--- src/hdl/srx_pkg.sv ---
// Constants shared by the serial receive path control block.
// Assumes a single 100 MHz reference clock and an 8-bit register address.
package srx_pkg;
  // Clock rate
  localparam int CLK_PERIOD_NS = 10;
  // Loss qualification time, least time, rounded up to whole cycles
  localparam int LOSS_TIME_NS = 2300;
  localparam int LOSS_CYCLES = (LOSS_TIME_NS + CLK_PERIOD_NS - 1) / CLK_PERIOD_NS;
  // Acquisition time, longest time, rounded down
  localparam int LOCK_TIME_MS = 10;
  localparam int LOCK_CYCLES = (LOCK_TIME_MS * 1000000) / CLK_PERIOD_NS;
  // Bits per parallel word
  localparam int DEMUX_WIDTH = 16;
  // Register byte offsets
  localparam logic [7:0] OFS_CTRL = 8'h00;
  localparam logic [7:0] OFS_STATE = 8'h04;
  localparam logic [7:0] OFS_IRQ_STAT = 8'h08;
  localparam logic [7:0] OFS_IRQ_MASK = 8'h0C;
  localparam logic [7:0] OFS_PARALLEL = 8'h10;
  // Control field positions, all active low
  localparam int CB_SRC_SEL_N = 0;
  localparam int CB_CLK_EN_N = 1;
  localparam int CB_DATA_EN_N = 2;
  localparam int CB_DATA_SIL_N = 3;
  localparam int CB_REF_N = 4;
  localparam int CB_HOLD_N = 5;
  localparam int CB_PAR_SIL_N = 6;
  localparam int CTRL_W = 7;
  // Pull-up behaviour: every control reads high after reset
  localparam logic [6:0] CTRL_RST = 7'h7F;
  // State and interrupt field positions
  localparam int SB_ALOSS = 0;
  localparam int SB_TLOSS = 1;
  localparam int SB_LOCK = 2;
  localparam int SB_UNLOCK = 3;
  localparam int STAT_W = 4;
  localparam logic [3:0] STAT_RST = 4'h0;
  // Oscillator frequency code
  localparam int OSC_W = 8;
  localparam logic [7:0] OSC_MIN = 8'h00;
  localparam logic [7:0] OSC_NOMINAL = 8'h80;
  localparam logic [7:0] OSC_MAX = 8'hFF;
endpackage

--- src/hdl/srx_loss_if.sv ---
// Carrier between the top module and a loss qualification filter.
// Assumes the user side drives raw and reads qual on the same clock.
`timescale 1ns/10ps
interface srx_loss_if;
  logic raw;
  logic qual;
  modport filt (input raw, output qual);
  modport user (output raw, input qual);
endinterface

--- src/hdl/srx_loss_filter.sv ---
// Qualifies a raw loss condition that must persist for a least time.
// Assumes raw is synchronous to i_ref_clk.
`timescale 1ns/10ps
module srx_loss_filter #(
  parameter int HOLD_CYCLES = srx_pkg::LOSS_CYCLES,
  parameter int CW = 8
) (
  // Clock and reset
  input wire logic i_ref_clk,
  input wire logic i_rst_n,
  // Raw condition in, qualified flag out
  srx_loss_if.filt lif
);
  localparam logic [CW-1:0] LAST = CW'(HOLD_CYCLES - 1);
  logic [CW-1:0] cnt_r;
  logic qual_r;

  // Count consecutive cycles of the raw condition; any gap restarts it
  always_ff @(posedge i_ref_clk or negedge i_rst_n) begin
    if (!i_rst_n) begin
      cnt_r <= '0;
      qual_r <= 1'b0;
    end else if (!lif.raw) begin
      cnt_r <= '0;
      qual_r <= 1'b0;
    end else if (cnt_r == LAST) begin
      qual_r <= 1'b1;
    end else begin
      cnt_r <= cnt_r + CW'(1);
    end
  end
  assign lif.qual = qual_r;

  a_loss_sustain: assert property (@(posedge i_ref_clk) disable iff (!i_rst_n)
    $rose(qual_r) |-> $past(lif.raw) && cnt_r == LAST)
    else $error("loss flag rose before the hold time");
  a_loss_release: assert property (@(posedge i_ref_clk) disable iff (!i_rst_n)
    !lif.raw |=> !qual_r)
    else $error("loss flag held without raw condition");
endmodule

--- src/hdl/srx_clk_div.sv ---
// Divides the recovered bit clock down to the parallel word clock.
// Assumes one recovered bit per cycle of i_ref_clk.
`timescale 1ns/10ps
module srx_clk_div #(
  parameter int RATIO = srx_pkg::DEMUX_WIDTH,
  parameter int CW = 4
) (
  // Clock and reset
  input wire logic i_ref_clk,
  input wire logic i_rst_n,
  // Divided clock and word boundary
  output logic o_slow_clk,
  output logic o_wrap
);
  localparam logic [CW-1:0] LAST = CW'(RATIO - 1);
  localparam logic [CW-1:0] HALF = CW'(RATIO / 2);
  logic [CW-1:0] cnt_r;

  // Free-running bit counter; slow clock is high for the first half word
  always_ff @(posedge i_ref_clk or negedge i_rst_n) begin
    if (!i_rst_n) begin
      cnt_r <= '0;
      o_slow_clk <= 1'b0;
      o_wrap <= 1'b0;
    end else begin
      cnt_r <= (cnt_r == LAST) ? '0 : cnt_r + CW'(1);
      o_slow_clk <= (cnt_r == LAST) || (cnt_r < HALF - CW'(1));
      o_wrap <= (cnt_r == LAST - CW'(1));
    end
  end

  a_div_period: assert property (@(posedge i_ref_clk) disable iff (!i_rst_n)
    o_wrap |=> !o_wrap [*8])
    else $error("word boundary repeated too early");
endmodule

--- src/hdl/srx_rx_path_ctrl.sv ---
// Control around a recovered serial receive path: source choice,
// output gating and muting, PLL reference and oscillator floor hold.
// Assumes all pins synchronous to i_ref_clk, one serial bit per cycle.
//
// Summary of operation
// - Route one of two sources into recovery
// - CML input serves alone or as loopback
// - Separate enables for fast clock and data
// - Enables active low, default off at reset
// - Silence forces fast data output low
// - Reference choice makes PLL follow reference clock
// - Floor hold drives oscillator to minimum
// - Parallel silence feeds zeros into demultiplexer
// - Parallel silence leaves recovery outputs alone
// - Reference, hold and silence act independently
// - Outputs retimed data, fast and divided clock
// - Analog loss only after sustained low level
// - Lock within acquisition time of valid input
// - Parallel silence is active low, default normal
// - Reference choice active low, default follows data
//
// Chosen here: the register addresses and the address-and-strobe port.
`timescale 1ns/10ps
module srx_rx_path_ctrl #(
  parameter int LOCK_CYCLES = srx_pkg::LOCK_CYCLES,
  parameter int LOCK_CW = 20
) (
  // Clock and reset
  input wire logic i_ref_clk,
  input wire logic i_rst_n,
  // Serial sources and reference
  input wire logic i_amp_serial_input,
  input wire logic i_cml_serial_input,
  input wire logic i_amp_level_low,
  input wire logic i_frequency_reference_clock,
  // Register port
  input wire logic [7:0] i_addr,
  input wire logic [31:0] i_wr_data,
  input wire logic i_wr,
  input wire logic i_rd,
  output logic [31:0] o_rd_data,
  // High-speed outputs
  output logic o_fast_serial_data_out,
  output logic o_fast_data_oe,
  output logic o_fast_recovered_clock_out,
  output logic o_fast_clock_oe,
  // Parallel side
  output logic o_low_speed_clock_out,
  output logic [15:0] o_parallel_data,
  output logic o_parallel_valid,
  // Recovery status
  output logic o_analog_signal_loss,
  output logic o_transition_loss,
  output logic o_locked,
  output logic o_ref_in_use,
  output logic [7:0] o_osc_freq_code,
  // Interrupt
  output logic o_irq
);
  localparam logic [LOCK_CW-1:0] LOCK_LAST = LOCK_CW'(LOCK_CYCLES - 1);
  localparam int DW = srx_pkg::DEMUX_WIDTH;

  logic [srx_pkg::CTRL_W-1:0] ctrl_r;
  logic [srx_pkg::STAT_W-1:0] irq_stat_r, irq_mask_r, irq_stat_nxt, events;
  logic rx_bit_r, prev_bit_r, ref_prev_r, ref_edge_r;
  logic [DW-1:0] shift_r;
  logic [LOCK_CW-1:0] lock_cnt_r;
  logic lock_cnt_ok, locked_q, aloss_q, tloss_q;
  logic slow_clk, word_wrap;
  logic sel_cml, clk_on, data_on, data_sil, ref_sel, hold, par_sil;
  logic wr_ctrl, wr_stat, wr_mask;

  // Decoded controls, all active low with pull-up defaults
  assign sel_cml = !ctrl_r[srx_pkg::CB_SRC_SEL_N];
  assign clk_on = !ctrl_r[srx_pkg::CB_CLK_EN_N];
  assign data_on = !ctrl_r[srx_pkg::CB_DATA_EN_N];
  assign data_sil = !ctrl_r[srx_pkg::CB_DATA_SIL_N];
  assign ref_sel = !ctrl_r[srx_pkg::CB_REF_N];
  assign hold = !ctrl_r[srx_pkg::CB_HOLD_N];
  assign par_sil = !ctrl_r[srx_pkg::CB_PAR_SIL_N];
  assign wr_ctrl = i_wr && (i_addr == srx_pkg::OFS_CTRL);
  assign wr_stat = i_wr && (i_addr == srx_pkg::OFS_IRQ_STAT);
  assign wr_mask = i_wr && (i_addr == srx_pkg::OFS_IRQ_MASK);

  // Control register; each field is its own knob so any mix is legal
  always_ff @(posedge i_ref_clk or negedge i_rst_n) begin
    if (!i_rst_n) begin
      ctrl_r <= srx_pkg::CTRL_RST;
    end else if (wr_ctrl) begin
      ctrl_r <= i_wr_data[srx_pkg::CTRL_W-1:0];
    end
  end

  // Source choice and retiming; loopback works whatever the amp carries
  always_ff @(posedge i_ref_clk or negedge i_rst_n) begin
    if (!i_rst_n) begin
      rx_bit_r <= 1'b0;
      prev_bit_r <= 1'b0;
    end else begin
      rx_bit_r <= sel_cml ? i_cml_serial_input : i_amp_serial_input;
      prev_bit_r <= rx_bit_r;
    end
  end

  // Fast outputs; parallel silence has no say here
  always_ff @(posedge i_ref_clk or negedge i_rst_n) begin
    if (!i_rst_n) begin
      o_fast_serial_data_out <= 1'b0;
      o_fast_data_oe <= 1'b0;
      o_fast_recovered_clock_out <= 1'b0;
      o_fast_clock_oe <= 1'b0;
    end else begin
      o_fast_data_oe <= data_on;
      o_fast_clock_oe <= clk_on;
      o_fast_serial_data_out <= data_on && !data_sil && rx_bit_r;
      o_fast_recovered_clock_out <= clk_on && !o_fast_recovered_clock_out;
    end
  end

  // Word clock derived from the recovered bit clock
  srx_clk_div #(.RATIO(DW), .CW(4)) u_div (
    .i_ref_clk(i_ref_clk),
    .i_rst_n(i_rst_n),
    .o_slow_clk(slow_clk),
    .o_wrap(word_wrap)
  );

  // Demultiplexer: first bit ends up in the top position
  always_ff @(posedge i_ref_clk or negedge i_rst_n) begin
    if (!i_rst_n) begin
      shift_r <= '0;
      o_parallel_data <= '0;
      o_parallel_valid <= 1'b0;
      o_low_speed_clock_out <= 1'b0;
    end else begin
      shift_r <= {shift_r[DW-2:0], rx_bit_r && !par_sil};
      o_parallel_valid <= word_wrap;
      o_low_speed_clock_out <= slow_clk;
      if (word_wrap) begin
        o_parallel_data <= shift_r;
      end
    end
  end

  // Loss qualification for low level and for missing transitions
  srx_loss_if aloss_if ();
  srx_loss_if tloss_if ();
  assign aloss_if.raw = i_amp_level_low && !sel_cml;
  assign tloss_if.raw = (rx_bit_r == prev_bit_r);
  assign aloss_q = aloss_if.qual;
  assign tloss_q = tloss_if.qual;
  srx_loss_filter #(.HOLD_CYCLES(srx_pkg::LOSS_CYCLES), .CW(8)) u_aloss (
    .i_ref_clk(i_ref_clk),
    .i_rst_n(i_rst_n),
    .lif(aloss_if)
  );
  srx_loss_filter #(.HOLD_CYCLES(srx_pkg::LOSS_CYCLES), .CW(8)) u_tloss (
    .i_ref_clk(i_ref_clk),
    .i_rst_n(i_rst_n),
    .lif(tloss_if)
  );

  // Reference edge seen; input is treated as a synchronous level
  always_ff @(posedge i_ref_clk or negedge i_rst_n) begin
    if (!i_rst_n) begin
      ref_prev_r <= 1'b0;
      ref_edge_r <= 1'b0;
    end else begin
      ref_prev_r <= i_frequency_reference_clock;
      ref_edge_r <= i_frequency_reference_clock != ref_prev_r;
    end
  end

  // Oscillator code: hold wins, since it guards against upward drift
  always_ff @(posedge i_ref_clk or negedge i_rst_n) begin
    if (!i_rst_n) begin
      o_osc_freq_code <= srx_pkg::OSC_NOMINAL;
      o_ref_in_use <= 1'b0;
    end else begin
      o_ref_in_use <= ref_sel;
      if (hold) begin
        o_osc_freq_code <= srx_pkg::OSC_MIN;
      end else if (ref_sel || !(aloss_q || tloss_q)) begin
        o_osc_freq_code <= srx_pkg::OSC_NOMINAL;
      end else if (o_osc_freq_code != srx_pkg::OSC_MAX) begin
        o_osc_freq_code <= o_osc_freq_code + 8'h01;
      end
    end
  end

  // Acquisition counter; a valid input for the full time gives lock
  assign lock_cnt_ok = !hold && (ref_sel ? ref_edge_r : !(aloss_q || tloss_q));
  assign locked_q = o_locked;
  always_ff @(posedge i_ref_clk or negedge i_rst_n) begin
    if (!i_rst_n) begin
      lock_cnt_r <= '0;
      o_locked <= 1'b0;
    end else if (hold || (!ref_sel && (aloss_q || tloss_q))) begin
      lock_cnt_r <= '0;
      o_locked <= 1'b0;
    end else if (lock_cnt_r == LOCK_LAST) begin
      o_locked <= 1'b1;
    end else if (lock_cnt_ok || !ref_sel) begin
      lock_cnt_r <= lock_cnt_r + LOCK_CW'(1);
    end
  end

  // Loss flags to pins
  always_ff @(posedge i_ref_clk or negedge i_rst_n) begin
    if (!i_rst_n) begin
      o_analog_signal_loss <= 1'b0;
      o_transition_loss <= 1'b0;
    end else begin
      o_analog_signal_loss <= aloss_q;
      o_transition_loss <= tloss_q;
    end
  end

  // Sticky events; a new event beats a same-cycle clear
  always_comb begin
    events = '0;
    events[srx_pkg::SB_ALOSS] = aloss_q && !o_analog_signal_loss;
    events[srx_pkg::SB_TLOSS] = tloss_q && !o_transition_loss;
    events[srx_pkg::SB_LOCK] = (lock_cnt_r == LOCK_LAST) && !locked_q && !hold &&
      (ref_sel || !(aloss_q || tloss_q));
    events[srx_pkg::SB_UNLOCK] = locked_q && (hold || (!ref_sel && (aloss_q || tloss_q)));
    irq_stat_nxt = irq_stat_r;
    if (wr_stat) begin
      irq_stat_nxt = irq_stat_r & ~i_wr_data[srx_pkg::STAT_W-1:0];
    end
    irq_stat_nxt = irq_stat_nxt | events;
  end

  // Interrupt status, mask and output
  always_ff @(posedge i_ref_clk or negedge i_rst_n) begin
    if (!i_rst_n) begin
      irq_stat_r <= srx_pkg::STAT_RST;
      irq_mask_r <= srx_pkg::STAT_RST;
      o_irq <= 1'b0;
    end else begin
      irq_stat_r <= irq_stat_nxt;
      if (wr_mask) begin
        irq_mask_r <= i_wr_data[srx_pkg::STAT_W-1:0];
      end
      o_irq <= |(irq_stat_r & irq_mask_r);
    end
  end

  // Read data stands only in the cycle after the strobe
  always_ff @(posedge i_ref_clk or negedge i_rst_n) begin
    if (!i_rst_n) begin
      o_rd_data <= '0;
    end else if (!i_rd) begin
      o_rd_data <= '0;
    end else begin
      case (i_addr)
        srx_pkg::OFS_CTRL: o_rd_data <= {25'h0, ctrl_r};
        srx_pkg::OFS_STATE: o_rd_data <= {20'h0, o_osc_freq_code, o_ref_in_use,
          o_locked, o_transition_loss, o_analog_signal_loss};
        srx_pkg::OFS_IRQ_STAT: o_rd_data <= {28'h0, irq_stat_r};
        srx_pkg::OFS_IRQ_MASK: o_rd_data <= {28'h0, irq_mask_r};
        srx_pkg::OFS_PARALLEL: o_rd_data <= {16'h0, o_parallel_data};
        default: o_rd_data <= '0;
      endcase
    end
  end

  // Checks; the sampled reset in the antecedent skips the edge that releases it
  a_source_route: assert property (@(posedge i_ref_clk) disable iff (!i_rst_n)
    i_rst_n |=> rx_bit_r == $past(sel_cml ? i_cml_serial_input : i_amp_serial_input))
    else $error("wrong serial source routed");
  a_data_enable: assert property (@(posedge i_ref_clk) disable iff (!i_rst_n)
    !data_on |=> !o_fast_serial_data_out && !o_fast_data_oe)
    else $error("fast data driven while disabled");
  a_clock_enable: assert property (@(posedge i_ref_clk) disable iff (!i_rst_n)
    clk_on [*2] |-> o_fast_recovered_clock_out != $past(o_fast_recovered_clock_out))
    else $error("fast clock not toggling while enabled");
  a_data_silence: assert property (@(posedge i_ref_clk) disable iff (!i_rst_n)
    data_sil |=> !o_fast_serial_data_out)
    else $error("fast data not silenced");
  a_par_indep: assert property (@(posedge i_ref_clk) disable iff (!i_rst_n)
    par_sil && data_on && !data_sil |=> o_fast_serial_data_out == $past(rx_bit_r))
    else $error("parallel silence disturbed fast data");
  a_par_silence: assert property (@(posedge i_ref_clk) disable iff (!i_rst_n)
    par_sil |=> !shift_r[0])
    else $error("demultiplexer fed data while silenced");
  a_floor_hold: assert property (@(posedge i_ref_clk) disable iff (!i_rst_n)
    hold |=> o_osc_freq_code == srx_pkg::OSC_MIN && !o_locked)
    else $error("oscillator not at floor during hold");
  a_ref_choice: assert property (@(posedge i_ref_clk) disable iff (!i_rst_n)
    ref_sel && !hold |=> o_ref_in_use && o_osc_freq_code == srx_pkg::OSC_NOMINAL)
    else $error("reference not in use when chosen");
  a_lock_time: assert property (@(posedge i_ref_clk) disable iff (!i_rst_n)
    $rose(o_locked) |-> $past(lock_cnt_r) == LOCK_LAST)
    else $error("lock declared at wrong count");
  // Gating, capture and status timing, one cycle behind their causes; the lock event lands in the same cycle as lock
  a_cml_route: assert property (@(posedge i_ref_clk) disable iff (!i_rst_n)
    sel_cml |=> rx_bit_r == $past(i_cml_serial_input))
    else $error("CML input not routed when chosen");
  a_clock_disable: assert property (@(posedge i_ref_clk) disable iff (!i_rst_n)
    !clk_on |=> !o_fast_recovered_clock_out && !o_fast_clock_oe)
    else $error("fast clock driven while disabled");
  a_data_oe_on: assert property (@(posedge i_ref_clk) disable iff (!i_rst_n)
    data_on |=> o_fast_data_oe)
    else $error("fast data output not enabled");
  a_clock_oe_on: assert property (@(posedge i_ref_clk) disable iff (!i_rst_n)
    clk_on |=> o_fast_clock_oe)
    else $error("fast clock output not enabled");
  a_ref_release: assert property (@(posedge i_ref_clk) disable iff (!i_rst_n)
    !ref_sel |=> !o_ref_in_use)
    else $error("reference in use while not chosen");
  a_hold_priority: assert property (@(posedge i_ref_clk) disable iff (!i_rst_n)
    hold && ref_sel |=> o_osc_freq_code == srx_pkg::OSC_MIN && o_ref_in_use)
    else $error("hold and reference choice interfered");
  a_par_capture: assert property (@(posedge i_ref_clk) disable iff (!i_rst_n)
    word_wrap |=> o_parallel_data == $past(shift_r))
    else $error("parallel word not captured at boundary");
  a_word_clock: assert property (@(posedge i_ref_clk) disable iff (!i_rst_n)
    o_parallel_valid |=> $rose(o_low_speed_clock_out))
    else $error("word clock out of step with valid");
  a_lock_event: assert property (@(posedge i_ref_clk) disable iff (!i_rst_n)
    $rose(o_locked) |-> irq_stat_r[srx_pkg::SB_LOCK])
    else $error("lock gained without status event");
  a_irq_level: assert property (@(posedge i_ref_clk) disable iff (!i_rst_n)
    1'b1 |=> o_irq == $past(|(irq_stat_r & irq_mask_r)))
    else $error("interrupt does not follow status and mask");
  a_read_idle: assert property (@(posedge i_ref_clk) disable iff (!i_rst_n)
    !i_rd |=> o_rd_data == 32'h0)
    else $error("read data shown without a read");
  a_irq_sticky: assert property (@(posedge i_ref_clk) disable iff (!i_rst_n)
    irq_stat_r[srx_pkg::SB_LOCK] && !wr_stat |=> irq_stat_r[srx_pkg::SB_LOCK])
    else $error("sticky status dropped without clear");

  c_loopback: cover property (@(posedge i_ref_clk) disable iff (!i_rst_n)
    sel_cml && data_on && o_fast_serial_data_out);
  c_all_knobs: cover property (@(posedge i_ref_clk) disable iff (!i_rst_n)
    ref_sel && hold && par_sil);
  c_lock: cover property (@(posedge i_ref_clk) disable iff (!i_rst_n) $rose(o_locked));
  c_irq: cover property (@(posedge i_ref_clk) disable iff (!i_rst_n) $rose(o_irq));
  c_floor: cover property (@(posedge i_ref_clk) disable iff (!i_rst_n)
    hold && o_osc_freq_code == srx_pkg::OSC_MIN);
endmodule

--- config.mk ---
export PLATFORM = sky130hd
export DESIGN_NAME = srx_rx_path_ctrl
export DESIGN_NICKNAME = d
export VERILOG_FILES = /design/src/hdl/srx_pkg.sv /design/src/hdl/srx_loss_if.sv /design/src/hdl/srx_loss_filter.sv /design/src/hdl/srx_clk_div.sv /design/src/hdl/srx_rx_path_ctrl.sv
export SDC_FILE = /design/constraint.sdc
export NUM_CORES = 1
export LEC_CHECK = 0
export BUFFER_PORTS_ARGS = -buffer_cell sky130_fd_sc_hd__buf_2
export CAP_MARGIN = 20
export CORE_UTILIZATION = 35
export CTS_CLUSTER_SIZE = 14
export DETAILED_ROUTE_END_ITERATION = 10
export SETUP_SLACK_MARGIN = 0.5
export SYNTH_ARGS = -nofsm -noshare
export SYNTH_HDL_FRONTEND = slang
export SYNTH_SLANG_ARGS = --single-unit
export TNS_END_PERCENT = 100
--- constraint.sdc ---
create_clock -name i_ref_clk -period 1.7 [get_ports i_ref_clk]
set_input_delay 0.17 -clock i_ref_clk [delete_from_list [all_inputs] [get_ports i_ref_clk]]
set_output_delay 0.17 -clock i_ref_clk [all_outputs]
set_load 0.03 [all_outputs]
==> impl_metrics.env, run 1 <==
export IMPL_status="finished with violations"
export IMPL_failed_checks="negative setup slack"
export IMPL_p_sw_mw=1.88
export IMPL_drt_pass1_iter_count=4
export IMPL_htree_levels=4
export IMPL_final_nets=733
export IMPL_cts_buffer_depth=2
export IMPL_p_per_area_nw_per_um2=897
export IMPL_grt_pass1_vias=4501
export IMPL_grt_pass1_wl_um=22400
export IMPL_drtIter0Drc=327
export IMPL_end_kind="flop"
export IMPL_synth_avg_cell_area_sq_um=11.5
export IMPL_combinationalPowerShare=0.078
export IMPL_async_flop_share=1.00
export IMPL_synth_top_area_frac=0.548
export IMPL_fp_row_count=45
export IMPL_report_final_slew_viol_count=0
export IMPL_grt_util_all_layers=0.179
export IMPL_arrival_ps=2200
export IMPL_synth_area_leader_cell="dfrtp_1"
export IMPL_dp_hpwl_um=9110
export IMPL_die_area_sq_um=16400
export IMPL_synth_commonest_cells="dfrtp_1 (122), nor2_1 (46), mux2_2 (35)"
export IMPL_chipHeight_um=128
export IMPL_cts_tree="yes"
export IMPL_synth_area_leaders="dfrtp_1 (55%), mux2_2 (7.1%), dfstp_2 (3.8%)"
export IMPL_p_int_mw=5.60
export IMPL_globalplace_congestion=0.806
export IMPL_r2r_slack_ps=-160
export IMPL_syn_to_final_growth_pct=49.7
export IMPL_skew_ps=4.86
export IMPL_synth_cells=485
export IMPL_grt_overflow=0
export IMPL_ys_seq_area_frac=0.585
export IMPL_start_util=0.363
export IMPL_peakVddDrop_mv=0.786
export IMPL_vias=4517
export IMPL_start_kind="flop"
export IMPL_worstHoldPathType="input port to flop"
export IMPL_pwr_share_seq=0.431
export IMPL_synthDistinctLibCells=51
export IMPL_antenna_cells=0
export IMPL_clk_latency_ps=420
export IMPL_core_sq_um=15400
export IMPL_port_buffers=73
export IMPL_timing_hold_ws_ps=19.3
export IMPL_pwr_share_clk=0.491
export IMPL_cts_root_buf="clkbuf_16"
export IMPL_p_leak_nw=3.81
export IMPL_die_x_um=128
export IMPL_synth_seq_cells=130
export IMPL_cts_sinks=130
export IMPL_grt_start_max_net_pins=66
export IMPL_drc=0
export IMPL_antenna_found_initial=0
export IMPL_drt_total_wl_um=14500
export IMPL_place_inst=799
export IMPL_period_minus_slack_ps=1860
export IMPL_rsz0062_at_grt="true"
export IMPL_num_io_pins=115
export IMPL_setup_viol=18
export IMPL_period_share=1.09
export IMPL_worst_slack_ps=-158
export IMPL_ant_nets=0
export IMPL_syn_area_sq_um=5580
export IMPL_cp_max_fo=8
export IMPL_synth_edf_count=0
export IMPL_cts_clk_slew_worst_paths_ps=60
export IMPL_wl_per_cell_um=16.1
export IMPL_drive_gt1_frac=0.523
export IMPL_yosys_warnings=0
export IMPL_vias_per_cell=5.01
export IMPL_swShare=0.252
export IMPL_layout_cells_non_filler=901
export IMPL_cap_violations=0
export IMPL_crit_type="flop to flop"
export IMPL_hold_violations=0
export IMPL_synthFlopType="dfrtp_1"
export IMPL_max_freq_ghz=0.538
export IMPL_cts_buffers=17
export IMPL_synth_most_common_cell="dfrtp_1"
export IMPL_critPathRequiredTime_ps=2040
==> flip-flops by register name (all words and copies together) (netlist names), 4 cells and up <==
register,count
u_div.cnt_r,4
o_osc_freq_code,8
u_tloss.cnt_r,8
irq_mask_r,4
shift_r,16
irq_stat_r,4
o_rd_data,16
ctrl_r,7
o_parallel_data,16
u_aloss.cnt_r,8
lock_cnt_r,20
==> routing by layer <==
metal  share of wire  up-vias  GRT usage
met5               0        -          0
met4           0.019        0     0.0830
met3           0.039       17     0.0447
met2            0.52       96      0.300
met1            0.42     2305      0.216
li1                -     2099          -
==> power groups by stage <==
stage	Combinational, mW	Clock [mW]	Sequential (mW)
global placement	0.417	0	3.28
CTS	0.513	3.75	3.22
finish	0.585	3.67	3.22
floorplan	0.213	0	3.32
global route	0.630	3.88	3.23
detailed placement	0.426	0	3.28
==> placed cells by master (no fill, tap or decap), drive strengths merged, types with 13 or more instances in the layout <==
cell type,Yosys,final
a21oi,20,20
and3,13,13
buf,21,180
clkbuf,8,19
conb,1,16
dfrtp,122,122
inv,11,18
mux2,35,35
nand2,34,34
nand3,24,24
nor2,47,47
o21ai,23,23
==> stage by stage <==
stage / util / setup WS [ps] / TNS [ps] / cell area [sq um] / power [mW]
global placement: 0.429 / -37.8 / -310 / 6600 / 3.70
detailed placement: 0.429 / -90.6 / -999 / 6600 / 3.71
CTS: 0.511 / -83.5 / -970 / 7850 / 7.48
global route: 0.543 / -245 / -3870 / 8350 / 7.74
finish: 0.543 / -158 / -2100 / 8350 / 7.48
floorplan: - / 78.4 / 0 / 5840 / 3.53
==> critical path, cell delays in order (launching register included) <==
cell,delay [ps]
dfstp_2,580
nor2_1,50
nand2_1,120
o31ai_4,80
buf_6,150
clkbuf_16,160
or4_1,490
a21oi_1,150
==> logic make-up (layout without fill, tap and decap cells) <==
kind of cell             Yosys count  count (layout)  synth area share
other                              1              16          0.000673
flip-flops                       130             130             0.585
AND/OR/NAND/NOR                  168             168             0.154
XOR/XNOR                          20              20            0.0314
adder cells (fa/ha/maj)            8               8            0.0180
AO/OA/AOI/OAI                     81              81            0.0931
buffers and inverters             40             230            0.0429
multiplexers                      37              37            0.0743
==> final timing paths <==
path                                  startpoint                    end  cells after the start
max in group asynchronous                i_rst_n     o_osc_freq_code[7]                      3
worst min-delay path                i_wr_data[4]              ctrl_r[4]                      2
worst max register to register         ctrl_r[4]         lock_cnt_r[18]                      7
min in group asynchronous                i_rst_n       u_aloss.cnt_r[5]                      2
worst max-delay path                   ctrl_r[4]         lock_cnt_r[18]                      7
worst min register to register  u_div.o_slow_clk  o_low_speed_clock_out                      0
==> area by class of cell <==
type | count | area (sq um)
clock buffers | 17 | 425
repair buffers | 187 | 1480
flip-flops and latches | 130 | 3280
clock inverters | 15 | 173
well taps | 211 | 264
inverters | 11 | 46.3
multi-input cells | 330 | 2680
fillers | 1293 | 7030
==> what timing repair did <==
item,4_1_cts,5_1_grt
setup buffers,39,23
hold endpoints to repair,126,0
endpoints found under the setup margin,70,69
gates resized for setup,85,75
pin swaps,22,37
hold buffers,5,0
cloned,0,3
Note: power is estimated with default switching activity, not from simulation.
==> inputs of run 2 (changes only) <==
--- a/config.mk
+++ b/config.mk
@@ -13,5 +13,6 @@
 export SETUP_SLACK_MARGIN = 0.5
 export SYNTH_ARGS = -nofsm -noshare
 export SYNTH_HDL_FRONTEND = slang
+export SYNTH_HIERARCHICAL = 1
 export SYNTH_SLANG_ARGS = --single-unit
 export TNS_END_PERCENT = 100
==> impl_metrics.env, run 2 <==
export IMPL_regMostFlops="lock_cnt_r"
export IMPL_drtIter0Drc=212
export IMPL_max_freq_ghz=0.451
export IMPL_drt_pass1_iter_count=4
export IMPL_layout_common_cells="dfrtp_1 (110), buf_4 (84), buf_6 (46), buf_2 (45), nand2_1 (35)"
export IMPL_reg2regPathDepth=5
export IMPL_syn_to_final_growth_pct=49.5
export IMPL_fp_row_count=46
export IMPL_rsz0062_at_grt="true"
export IMPL_die_x_um=130
export IMPL_drive_gt1_frac=0.506
export IMPL_worstReg2RegStart="lock_cnt_r[11]"
export IMPL_worstHoldPathType="input port to flop"
export IMPL_cp_endpoint="lock_cnt_r[7]"
export IMPL_globalplace_congestion=0.808
export IMPL_cts_tree="yes"
export IMPL_cts_buffers=17
export IMPL_synth_seq_cells=130
export IMPL_p_sw_mw=1.94
export IMPL_grt_pass1_wl_um=22700
export IMPL_synth_most_common_cell="dfrtp_1"
export IMPL_synth_cells=486
export IMPL_setup_viol=20
export IMPL_ant_nets=0
export IMPL_ys_seq_area_frac=0.573
export IMPL_antenna_found_initial=0
export IMPL_synth_avg_cell_area_sq_um=11.7
export IMPL_synthDistinctLibCells=56
export IMPL_cts_root_buf="clkbuf_16"
export IMPL_r2r_slack_ps=-520
export IMPL_drc=0
export IMPL_synth_area_leaders="dfrtp_1 (54%), dfstp_2 (3.7%), mux2_2 (3.4%)"
export IMPL_antenna_cells=0
export IMPL_status="finished with violations"
export IMPL_grt_util_all_layers=0.180
export IMPL_end_kind="flop"
export IMPL_cap_violations=0
export IMPL_core_sq_um=15900
export IMPL_r2r_end="lock_cnt_r[7]"
export IMPL_period_minus_slack_ps=2220
export IMPL_synth_commonest_cells="dfrtp_1 (122), nand2_1 (42), nor2_1 (30)"
export IMPL_cp_max_fo=7
export IMPL_synthFlopType="dfrtp_1"
export IMPL_cts_sinks=130
export IMPL_worst_slack_ps=-519
export IMPL_peakVddDrop_mv=0.739
export IMPL_chipHeight_um=130
export IMPL_synth_edf_count=0
export IMPL_grt_start_max_net_pins=34
export IMPL_swShare=0.261
export IMPL_p_leak_nw=3.90
export IMPL_clk_latency_ps=430
export IMPL_period_share=1.31
export IMPL_synth_area_leader_cell="dfrtp_1"
export IMPL_critPathRequiredTime_ps=2000
export IMPL_cts_buffer_depth=2
export IMPL_combinationalPowerShare=0.079
export IMPL_drt_total_wl_um=14400
export IMPL_syn_area_sq_um=5700
export IMPL_htree_levels=4
export IMPL_cts_clk_slew_worst_paths_ps=60
export IMPL_final_common_cell="dfrtp_1"
export IMPL_startpoint="lock_cnt_r[11]"
export IMPL_pwr_share_seq=0.434
export IMPL_timing_hold_ws_ps=20.6
export IMPL_start_util=0.359
export IMPL_async_flop_share=1.00
export IMPL_wl_per_cell_um=15.8
export IMPL_failed_checks="negative setup slack"
export IMPL_yosys_warnings=6
export IMPL_start_kind="flop"
export IMPL_hold_violations=0
export IMPL_multi_input_area_sq_um=2730
export IMPL_final_nets=736
export IMPL_whs_path_depth=2
export IMPL_port_buffers=73
export IMPL_largest_reg_flops=20
export IMPL_vias_per_cell=4.91
export IMPL_seqCellArea_sq_um=3280
export IMPL_pwr_share_clk=0.487
export IMPL_p_int_mw=5.50
export IMPL_dp_hpwl_um=9150
export IMPL_num_io_pins=115
export IMPL_arrival_ps=2520
export IMPL_report_final_slew_viol_count=0
export IMPL_nFillCells=1336
export IMPL_synth_top_area_frac=0.536
export IMPL_grt_overflow=0
export IMPL_grt_pass1_vias=4524
export IMPL_crit_type="flop to flop"
export IMPL_skew_ps=6.39
export IMPL_die_area_sq_um=16800
export IMPL_vias=4467
export IMPL_p_per_area_nw_per_um2=873
export IMPL_pre_cts_ws_ps=-624
run 2: changes by cell type after synthesis, sizes merged, moves of 5 or more:
cell / before / now
nand4: 12 / 6
and4: 0 / 6
nand2: 34 / 44
o21ai: 23 / 28
xor2: 12 / 6
mux2i: 2 / 10
mux2: 35 / 28
nand2b: 0 / 7
a21oi: 20 / 11
nor2: 47 / 30
clkbuf: 8 / 14
run 2: cells by family (layout without fill, tap and decap cells):
group,after synthesis,after routing,share of synthesized area
simple gates,169,170,0.166
flops,130,130,0.573
compound gates,78,78,0.0913
buf+inv,45,236,0.0437
mux,42,42,0.0887
xor+xnor,13,13,0.0200
fa+ha+maj,8,8,0.0176
other cells,1,16,0.000658
run 2: how the worst min path moves through the flow:
stage | slack, ps | end | start
after floorplan | -130 | irq_mask_r[0] | i_rst_n
after global placement | 130 | o_fast_serial_data_out | i_rst_n
after detailed placement | 130 | o_fast_serial_data_out | i_rst_n
after CTS | 4 | ctrl_r[1] | i_wr_data[1]
after global routing | 10 | ctrl_r[1] | i_wr_data[1]
final | 20 | ctrl_r[1] | i_wr_data[1]
run 2: through the flow:
| stage | std cells | total power, mW | utilization | instance area (sq um) | TNS (ps) |
|---|---|---|---|---|---|
| finish | 909 | 7.44 | 0.536 | 8520 | -8790 |
| global route | 909 | 7.70 | 0.536 | 8520 | -10230 |
| CTS | 889 | 7.45 | 0.512 | 8130 | -8700 |
| detailed placement | 810 | 3.73 | 0.429 | 6810 | -11410 |
| global placement | 810 | 3.72 | 0.429 | 6810 | -10290 |
| floorplan | 501 | 3.55 | - | 5990 | -9090 |
run 2: what timing repair did:
item | 4_1_cts | 5_1_grt
pin swaps | 45 | 32
gates cloned | 2 | 0
hold buffers | 7 | 0
setup endpoints to repair | 82 | 98
gates resized for setup | 88 | 68
hold endpoints to repair | 27 | 0
buffers inserted | 38 | 20
run 2: routing by layer:
metal | wire [um] | global-route usage | up-vias
met2 | 7340 | 0.303 | 116
met4 | 376 | 0.0985 | 0
li1 | - | - | 2093
met3 | 678 | 0.0363 | 27
met5 | 0 | 0 | -
met1 | 6000 | 0.217 | 2231
run 2: power by group through the flow:
| stage | Combinational, mW | Clock, mW | Sequential (mW) |
|---|---|---|---|
| finish | 0.586 | 3.62 | 3.23 |
| global route | 0.635 | 3.82 | 3.24 |
| CTS | 0.534 | 3.69 | 3.22 |
| detailed placement | 0.446 | 0 | 3.28 |
| global placement | 0.438 | 0 | 3.28 |
| floorplan | 0.229 | 0 | 3.32 |
run 2: critical path: stages (launching register included):
cell	delay (ps)
dfrtp_1	370
or4b_1	530
or4_4	550
or3_4	370
nand3_4	160
o41ai_1	100
run 2: cell type report:
type                       count  area share
sequential                   130       0.385
multi-input combinational    327       0.320
timing repair buffer         192       0.190
clock buffer                  17      0.0499
tap                          216      0.0317
clock inverter                15      0.0185
inverter                      12     0.00558
==> inputs of run 3 (changes only) <==
--- a/config.mk
+++ b/config.mk
@@ -7,6 +7,7 @@
 export LEC_CHECK = 0
 export BUFFER_PORTS_ARGS = -buffer_cell sky130_fd_sc_hd__buf_2
 export CAP_MARGIN = 20
+export CORE_ASPECT_RATIO = 0.7
 export CORE_UTILIZATION = 35
 export CTS_CLUSTER_SIZE = 14
 export DETAILED_ROUTE_END_ITERATION = 10
==> constraint.sdc (replaced) <==
create_clock -name i_ref_clk -period 1.7 [get_ports i_ref_clk]
set_input_delay 0.085 -clock i_ref_clk [delete_from_list [all_inputs] [get_ports i_ref_clk]]
set_output_delay 0.085 -clock i_ref_clk [all_outputs]
set_load 0.03 [all_outputs]
==> impl_metrics.env, run 3 (synthesis gave the netlist of run 2 again) <==
export IMPL_chipHeight_um=109
export IMPL_swShare=0.231
export IMPL_pre_cts_ws_ps=-646
export IMPL_vias=4503
export IMPL_clk_latency_ps=400
export IMPL_drc=0
export IMPL_r2r_slack_ps=-600
export IMPL_arrival_ps=2630
export IMPL_crit_type="flop to flop"
export IMPL_rsz0062_at_grt="true"
export IMPL_p_per_area_nw_per_um2=894
export IMPL_hold_violations=0
export IMPL_port_buffers=73
export IMPL_largest_reg_flops=20
export IMPL_htree_levels=4
export IMPL_layout_common_cells="dfrtp_1 (106), buf_2 (66), buf_4 (64), nand2_1 (34), buf_6 (32)"
export IMPL_globalplace_congestion=0.787
export IMPL_cp_max_fo=6
export IMPL_cts_tree="yes"
export IMPL_cap_violations=0
export IMPL_cts_clk_slew_worst_paths_ps=60
export IMPL_num_io_pins=115
export IMPL_cts_root_buf="clkbuf_16"
export IMPL_worst_slack_ps=-601
export IMPL_worstHoldPathType="input port to asynchronous set/reset pin"
export IMPL_p_sw_mw=1.76
export IMPL_dpl_instance_area_sq_um=6800
export IMPL_layout_cells_non_filler=885
export IMPL_critPathSlowestCell="or4b_4"
export IMPL_final_area_sq_um=8510
export IMPL_final_nets=728
export IMPL_setup_viol=18
export IMPL_grt_util_all_layers=0.179
export IMPL_drt_total_wl_um=15200
export IMPL_regMostFlops="lock_cnt_r"
export IMPL_drtIter0Drc=215
export IMPL_p_leak_nw=3.90
export IMPL_cts_buffers=17
export IMPL_period_share=1.35
export IMPL_pwr_share_clk=0.498
export IMPL_skew_ps=6.80
export IMPL_core_sq_um=15700
export IMPL_syn_to_final_growth_pct=49.3
export IMPL_vias_per_cell=5.09
export IMPL_dp_hpwl_um=9690
export IMPL_die_area_sq_um=16800
export IMPL_max_freq_ghz=0.435
export IMPL_antenna_cells=0
export IMPL_critPathRequiredTime_ps=2030
export IMPL_period_minus_slack_ps=2300
export IMPL_final_common_cell="dfrtp_1"
export IMPL_combinationalPowerShare=0.078
export IMPL_fp_row_count=38
export IMPL_max_stage_delay_ps=540
export IMPL_p_int_mw=5.85
export IMPL_end_kind="flop"
export IMPL_grt_start_max_net_pins=39
export IMPL_die_x_um=155
export IMPL_failed_checks="negative setup slack"
export IMPL_ant_nets=0
export IMPL_grt_pass1_wl_um=23200
export IMPL_cts_sinks=130
export IMPL_drive_gt1_frac=0.527
export IMPL_start_kind="flop"
export IMPL_power_mw=7.61
export IMPL_place_inst=794
export IMPL_antenna_found_initial=0
export IMPL_grt_overflow=0
export IMPL_drt_pass1_iter_count=5
export IMPL_path_cells="or4b_4 > or4_4 > o31ai_4 > buf_6 > clkbuf_16 > o21ai_1 > a21oi_2"
export IMPL_grt_pass1_vias=4499
export IMPL_report_final_slew_viol_count=0
export IMPL_pwr_share_seq=0.425
export IMPL_start_util=0.363
export IMPL_wl_per_cell_um=17.2
export IMPL_peakVddDrop_mv=0.666
export IMPL_cts_buffer_depth=2
export IMPL_status="finished with violations"
[run 3: changes by cell type in the layout (fill, tap and decap cells not counted), sizes merged]
cell / previous run / this run
buf: 183 / 170
dlygate4sd3: 7 / 12
clkbuf: 19 / 22
inv: 23 / 12
clkinv: 1 / 8
bufinv: 1 / 3
clkinvlp: 2 / 1
[run 3: final timing paths]
kind / from / to / depth (start not counted)
min: i_rst_n / o_parallel_data[11] / 2
min reg2reg: u_div/o_slow_clk / o_low_speed_clock_out / 0
max: lock_cnt_r[11] / lock_cnt_r[3] / 7
max in group asynchronous: i_rst_n / ctrl_r[4] / 3
min in group i_ref_clk: i_addr[1] / irq_stat_r[3] / 4
max reg2reg: lock_cnt_r[11] / lock_cnt_r[3] / 7
[run 3: layout make-up]
class                      instances  area [sq um]
fill                            1314          7180
inverter                          12          47.5
multi-input combinational        327          2810
tap                              200           250
clock inverter                    12           156
clock buffer                      20           467
sequential                       130          3280
timing repair buffer             184          1490
[run 3: metal layers]
metal	GRT usage	share of wire	vias up
met5	0	0	-
met4	0.0622	0.010	0
met3	0.0382	0.032	9
met2	0.279	0.49	93
met1	0.247	0.47	2324
li1	-	-	2077
[run 3: power groups by stage]
stage               sequential [mW]  clock [mW]  combinational [mW]
floorplan                      3.32           0               0.229
global placement               3.28           0               0.433
detailed placement             3.29           0               0.443
CTS                            3.23        3.84               0.536
global route                   3.24        3.99               0.636
finish                         3.23        3.79               0.591
[run 3: through the flow]
step                utilization  hold slack (ps)  TNS (ps)
floorplan                     -             -211     -8380
global route              0.542              156    -10620
CTS                       0.515              119     -9070
detailed placement        0.433             22.9    -10450
global placement          0.433             13.7     -9390
finish                    0.542              136     -9690
[run 3: repair_timing]
action,4_1_cts,5_1_grt
endpoints found under the hold margin,123,0
setup buffers,29,13
setup endpoints to repair,67,74
hold buffers,12,0
gates cloned,4,1
gates resized for setup,61,73
pin swaps,41,54
[run 3: worst max-delay path: cells and delay by family (launching register included)]
kind            cells  cell delay (ps)
compound gates      3              470
buf+inv             2              300
flops               1              380
simple gates        2             1080
